<file path="src/common/acseq_map.vh">
`ifndef ACSEQ_MAP_VH
`define ACSEQ_MAP_VH

// register indices on the plain register port
`define ACSEQ_ADDR_CTRL      2'h0
`define ACSEQ_ADDR_MASK      2'h1
`define ACSEQ_ADDR_STATUS    2'h2

// control register fields
`define ACSEQ_CTRL_CODE_LSB  0
`define ACSEQ_CTRL_CODE_MSB  2
`define ACSEQ_CTRL_REF_BIT   3
`define ACSEQ_CTRL_MSEL_BIT  4
`define ACSEQ_CTRL_AUTO_BIT  5
`define ACSEQ_CTRL_CFGL_BIT  6
`define ACSEQ_CTRL_CFGH_BIT  7
`define ACSEQ_CTRL_RESET     8'h00
`define ACSEQ_MASK_RESET     8'h00

// input configurations {high,low}
`define ACSEQ_CFG_SINGLE     2'h0
`define ACSEQ_CFG_DIFF       2'h1
`define ACSEQ_CFG_PSEUDO4    2'h2
`define ACSEQ_CFG_PSEUDO7    2'h3

// selection modes {seq,shadow}
`define ACSEQ_SEL_SINGLE     2'h0
`define ACSEQ_SEL_MASKED     2'h1
`define ACSEQ_SEL_HOLD       2'h2
`define ACSEQ_SEL_CONSEC     2'h3

`endif

</file>
<file path="src/acseq_channel_sequencer.v">
// The implementer's own choices: the strobed register port and the address map.
`timescale 1ns/1ps
`include "acseq_map.vh"

module acseq_channel_sequencer #(
  parameter NCH = 8
) (
  // clock and reset
  input  wire       ref_clk,
  input  wire       rst_n,
  // register port
  input  wire [1:0] reg_addr,
  input  wire [7:0] reg_wdata,
  input  wire       reg_wr,
  input  wire       reg_rd,
  output reg  [7:0] reg_rdata,
  // conversion start, active low, synchronous
  input  wire       convst_n,
  // multiplexer, reference and conversion start controls
  output reg  [2:0] mux_pos_q,
  output reg  [2:0] mux_neg_q,
  output reg        neg_is_gnd_q,
  output reg        int_ref_en_q,
  output reg        conv_start_q
);

  reg  [7:0] ctrl_q;
  reg  [7:0] mask_q;
  reg  [2:0] chan_q;
  reg  [2:0] chan_d;
  reg        convst_prev_q;
  reg        conv_pulse;
  reg  [2:0] mask_low;
  reg  [2:0] mask_next;
  reg        next_found;
  reg  [1:0] sel_mode;
  reg  [1:0] cfg;
  reg  [2:0] code;
  reg        wr_ctrl;
  reg        keep_run;
  reg  [2:0] pos_d;
  reg  [2:0] neg_d;
  reg        gnd_d;
  reg  [7:0] rdata_d;
  integer    i;
  integer    j;

  always @* begin
    sel_mode = {ctrl_q[`ACSEQ_CTRL_AUTO_BIT], ctrl_q[`ACSEQ_CTRL_MSEL_BIT]};
    cfg      = {ctrl_q[`ACSEQ_CTRL_CFGH_BIT], ctrl_q[`ACSEQ_CTRL_CFGL_BIT]};
    code     = ctrl_q[`ACSEQ_CTRL_CODE_MSB:`ACSEQ_CTRL_CODE_LSB];
    wr_ctrl  = reg_wr && (reg_addr == `ACSEQ_ADDR_CTRL);
    keep_run = ({reg_wdata[`ACSEQ_CTRL_AUTO_BIT],
                 reg_wdata[`ACSEQ_CTRL_MSEL_BIT]} == `ACSEQ_SEL_HOLD);
    conv_pulse = convst_prev_q && !convst_n;
  end

  always @* begin
    mask_low   = 3'h0;
    mask_next  = 3'h0;
    next_found = 1'b0;
    for (i = NCH - 1; i >= 0; i = i - 1) begin
      if (mask_q[i]) begin
        mask_low = i[2:0];
      end
      if (mask_q[i] && (i > chan_q)) begin
        mask_next  = i[2:0];
        next_found = 1'b1;
      end
    end
  end

  always @* begin
    chan_d = chan_q;
    if (conv_pulse) begin
      case (sel_mode)
        `ACSEQ_SEL_MASKED: begin
          chan_d = next_found ? mask_next : mask_low;
        end
        `ACSEQ_SEL_CONSEC: begin
          chan_d = (chan_q >= code) ? 3'h0 : chan_q + 3'h1;
        end
        default: begin
          chan_d = chan_q;
        end
      endcase
    end
  end

  // committed control and mask writes
  always @(posedge ref_clk or negedge rst_n) begin
    if (!rst_n) begin
      ctrl_q        <= `ACSEQ_CTRL_RESET;
      mask_q        <= `ACSEQ_MASK_RESET;
      chan_q        <= 3'h0;
      convst_prev_q <= 1'b1;
    end else begin
      convst_prev_q <= convst_n;
      if (reg_wr && (reg_addr == `ACSEQ_ADDR_MASK)) begin
        mask_q <= reg_wdata;
      end
      if (wr_ctrl && !keep_run) begin
        ctrl_q <= reg_wdata;
      end else if (wr_ctrl) begin
        ctrl_q[`ACSEQ_CTRL_REF_BIT]  <= reg_wdata[`ACSEQ_CTRL_REF_BIT];
        ctrl_q[`ACSEQ_CTRL_CFGL_BIT] <= reg_wdata[`ACSEQ_CTRL_CFGL_BIT];
        ctrl_q[`ACSEQ_CTRL_CFGH_BIT] <= reg_wdata[`ACSEQ_CTRL_CFGH_BIT];
      end
      if (wr_ctrl && !keep_run) begin
        case ({reg_wdata[`ACSEQ_CTRL_AUTO_BIT],
               reg_wdata[`ACSEQ_CTRL_MSEL_BIT]})
          `ACSEQ_SEL_SINGLE: chan_q <= reg_wdata[2:0];
          `ACSEQ_SEL_CONSEC: chan_q <= 3'h0;
          default:           chan_q <= mask_low;
        endcase
      end else if (reg_wr && (reg_addr == `ACSEQ_ADDR_MASK) &&
                   (sel_mode == `ACSEQ_SEL_MASKED)) begin
        chan_q <= 3'h0;
        for (j = NCH - 1; j >= 0; j = j - 1) begin
          if (reg_wdata[j]) begin
            chan_q <= j[2:0];
          end
        end
      end else begin
        chan_q <= chan_d;
      end
    end
  end

  // channel to multiplexer mapping per configuration
  always @* begin
    pos_d = chan_q;
    neg_d = 3'h0;
    gnd_d = 1'b0;
    case (cfg)
      `ACSEQ_CFG_SINGLE: begin
        gnd_d = 1'b1;
      end
      `ACSEQ_CFG_DIFF, `ACSEQ_CFG_PSEUDO4: begin
        pos_d = {chan_q[1:0], 1'b0};
        neg_d = {chan_q[1:0], 1'b1};
      end
      `ACSEQ_CFG_PSEUDO7: begin
        pos_d = (chan_q == 3'h7) ? 3'h6 : chan_q;
        neg_d = 3'h7;
      end
      default: begin
        gnd_d = 1'b1;
      end
    endcase
  end

  always @* begin
    case (reg_addr)
      `ACSEQ_ADDR_CTRL:   rdata_d = ctrl_q;
      `ACSEQ_ADDR_MASK:   rdata_d = mask_q;
      `ACSEQ_ADDR_STATUS: rdata_d = {5'h00, chan_q};
      default:            rdata_d = 8'h00;
    endcase
  end

  always @(posedge ref_clk or negedge rst_n) begin
    if (!rst_n) begin
      reg_rdata    <= 8'h00;
      mux_pos_q    <= 3'h0;
      mux_neg_q    <= 3'h0;
      neg_is_gnd_q <= 1'b1;
      int_ref_en_q <= 1'b0;
      conv_start_q <= 1'b0;
    end else begin
      reg_rdata    <= reg_rd ? rdata_d : 8'h00;
      mux_pos_q    <= pos_d;
      mux_neg_q    <= neg_d;
      neg_is_gnd_q <= gnd_d;
      int_ref_en_q <= ctrl_q[`ACSEQ_CTRL_REF_BIT];
      conv_start_q <= conv_pulse;
    end
  end

endmodule // acseq_channel_sequencer

</file>
<file path="config.mk">
export PLATFORM = sky130hd
export DESIGN_NAME = acseq_channel_sequencer
export DESIGN_NICKNAME = d
export VERILOG_FILES = /design/src/acseq_channel_sequencer.v
export VERILOG_INCLUDE_DIRS = /design/src /design/src/common
export SDC_FILE = /design/constraint.sdc
export NUM_CORES = 1
export LEC_CHECK = 0
export ABC_AREA = 0
export CORE_ASPECT_RATIO = 0.6
export CORE_MARGIN = 8
export CORE_UTILIZATION = 39
export CTS_CLUSTER_DIAMETER = 40
export CTS_CLUSTER_SIZE = 40
export DETAILED_ROUTE_END_ITERATION = 8
export DONT_BUFFER_PORTS = 1
export MAX_ROUTING_LAYER = met4
export PLACE_DENSITY = 0.55
export SETUP_SLACK_MARGIN = 0.05
export SYNTH_ARGS = -nofsm -noshare
export SYNTH_HDL_FRONTEND = slang
export SYNTH_SLANG_ARGS = --single-unit
export TNS_END_PERCENT = 1
</file>
<file path="constraint.sdc">
create_clock -name ref_clk -period 2.3 [get_ports ref_clk]
set_input_delay 0.575 -clock ref_clk [delete_from_list [all_inputs] [get_ports ref_clk]]
set_output_delay 0.575 -clock ref_clk [all_outputs]
set_load 0.03 [all_outputs]
</file>
==> flow_summary.ini <==
[floorplanning]
core_mm2 = 0.00510
io_pins = 32
die_w_um = 110
start_util_pct = 40.9
fp.dieH_um = 72.7
die_area_mm2 = 0.00803
rows = 20

[logic_synthesis]
ys.flop_type = dfrtp_1
synth_seq_cells = 37
ys_types = 53
synth_async_sr_flop_share_pct = 100
yosysSeqAreaShare_pct = 44.5
yosys_warnings = 0
postSynthNetCount = 240
postSynthCellCount = 215
synth_edf_count = 0
avgSynthCellArea_um2 = 9.71
synth_area_mm2 = 0.00209

[routing]
via_per_inst = 5.43
drc = 0
routed_wl_mm = 5.25
drt_iter0_drc = 82
first_pass_iters = 4
ant_nets = 0
wl_per_cell_um = 18.1
vias = 1580

[sta]
setup_tns_ns = 0
rsz0062_at_grt = no
fmax_ghz = 0.495
worstMarginPinSlew_ns = 0.592
hold_slack_ns = 0.111
period_needed_ns = 2.02
relSlewSlack_pct = 60.0
period_share_pct = 87.8
finalClockSkew_ns = 0.00716
drv_slew = 0
worst_slack_ns = 0.280
finalSetupViolations = 0
timing_hold_violations_final = 0

[clock_network]
postCtsSetupBuffers = 0
cts_tree = done
path_clk_slew_ns = 0.07
cts_buffers = 5
cts_max_level = 2
clockBufferDepth = 2
root_buffer = clkbuf_8
cts.sinks = 37
insertion_delay_ns = 0.29

[worst_setup_path]
cp-start-kind = register
crit_arrival_ns = 2.22
endpoint_kind = register
criticalPathCategory = register to register
path_max_fanout = 5
cp.required_ns = 2.50

[final_layout]
diodes = 0
fillers = 510
layout.nets = 249
final_cells = 291
finish.utilization_pct = 44.7
final_area_mm2 = 0.00228
drive_above_1_share_pct = 14.2
syn_to_final_growth_pct = 9.23
layout_commonest_cell = dfrtp_1
most-common-layout-cells = dfrtp_1, nand2_1, o21ai_0

[hold_path]
hold_class = input port to asynchronous set/reset pin

[placed_design]
gp_congestion = 1.02
place_area_mm2 = 0.00218
place_hpwl_mm = 3.99
dp_cells = 282
dp_slack_ns = 0.298
port_buffers = 0

[power_and_ir_drop]
power_mw = 2.26
irDropWorstVdd_uv = 296
p_leak_nw = 1.02
power.density_mw_per_mm2 = 991

[grt]
overflow = 0
grt_max_degree = 36
antenna_found_initial = 0
grt_pass1_wl_mm = 8.71
grt_use_total_pct = 14.2
grt_pass1_vias = 1501

[run]
drv_cap = 0

[run_status]
status = finished, final reports clean
where the power goes:
part / total, mW / internal, mW / switching, mW / leakage [nW]
sequential: 1.06 / 0.787 / 0.269 / 0.459
clock: 0.432 / 0.215 / 0.216 / 0.0395
combinational: 0.771 / 0.361 / 0.411 / 0.522
critical path, stage by stage (launching register included):
cell,delay (ns)
dfrtp_1,0.43
inv_1,0.17
ha_1,0.25
nand2b_1,0.14
a21o_1,0.18
a2111oi_0,0.52
a211oi_2,0.09
o221ai_1,0.16
timing repair:
action,in CTS,in global routing
hold buffers,1,0
endpoints found under the hold margin,35,0
resized for setup,0,0
logic make-up after synthesis:
family	share of synthesized area (%)
adder cells (fa/ha/maj)	6.00
multiplexers	7.07
flip-flops	44.5
buffers and inverters	4.92
AND/OR/NAND/NOR	18.3
AO/OA/AOI/OAI	19.2
cell type report:
type | instances | area [um2] | share of cell area, %
Sequential cell | 37 | 928 | 40.7
Timing Repair Buffer | 9 | 80.1 | 3.51
Inverter | 14 | 52.6 | 2.31
Clock buffer | 8 | 80.1 | 3.51
Tap cell | 66 | 82.6 | 3.62
Multi-Input combinational cell | 157 | 1060 | 46.3
sequential cells by signal, indices dropped and copies added, names as in the netlist:
register and flops:
int_ref_en_q 1, conv_start_q 1, convst_prev_q 1, neg_is_gnd_q 1, chan_q 3, mux_pos_q 3
mask_q 8, ctrl_q 8, reg_rdata 8, mux_neg_q 3
cells in the mapped netlist, types with 2 or more instances:
cell type  number  area [um2]
nor2_1         16        60.1
dfstp_2         2        52.6
o211ai_1        3        22.5
clkbuf_1        2        7.51
buf_6           2        22.5
o221ai_1        2        17.5
o22ai_1         2        12.5
nand3_1         2        10.0
dfrtp_1        35         876
mux2i_1         8        80.1
nand2b_1        6        37.5
mux2_2          6        67.6
o31a_1          2        17.5
ha_1           10         125
nor2b_1         5        31.3
a21o_1          2        15.0
inv_1          14        52.6
nand2_1        25        93.8
nor3_1          2        10.0
o21ai_0        17        85.1
buf_4           2        15.0
o31ai_1         2        15.0
a31oi_1         3        18.8
a21oi_1        12        60.1
a21boi_0        3        22.5
and2_1          3        18.8
metal layers:
layer | vias to the layer above | track usage (%) | wire length (um)
met5 | - | - | 0
met4 | 0 | 2.68 | 32
met3 | 4 | 5.34 | 532
met2 | 63 | 16.0 | 1830
met1 | 735 | 21.9 | 2860
li1 | 778 | - | -
worst paths after layout:
kind                       slack, ns       endpoint  startpoint  cells after the start
hold reg to reg                 0.41   int_ref_en_q   ctrl_q[3]                      0
min in group ref_clk            0.28  convst_prev_q    convst_n                      0
setup / recovery                0.28      chan_q[0]   chan_q[0]                      7
hold / removal                  0.11   reg_rdata[0]       rst_n                      1
max in group asynchronous       2.00      mask_q[4]       rst_n                      1
setup reg to reg                0.28      chan_q[0]   chan_q[0]                      7
No activity file was read; power rests on OpenSTA's default activity.
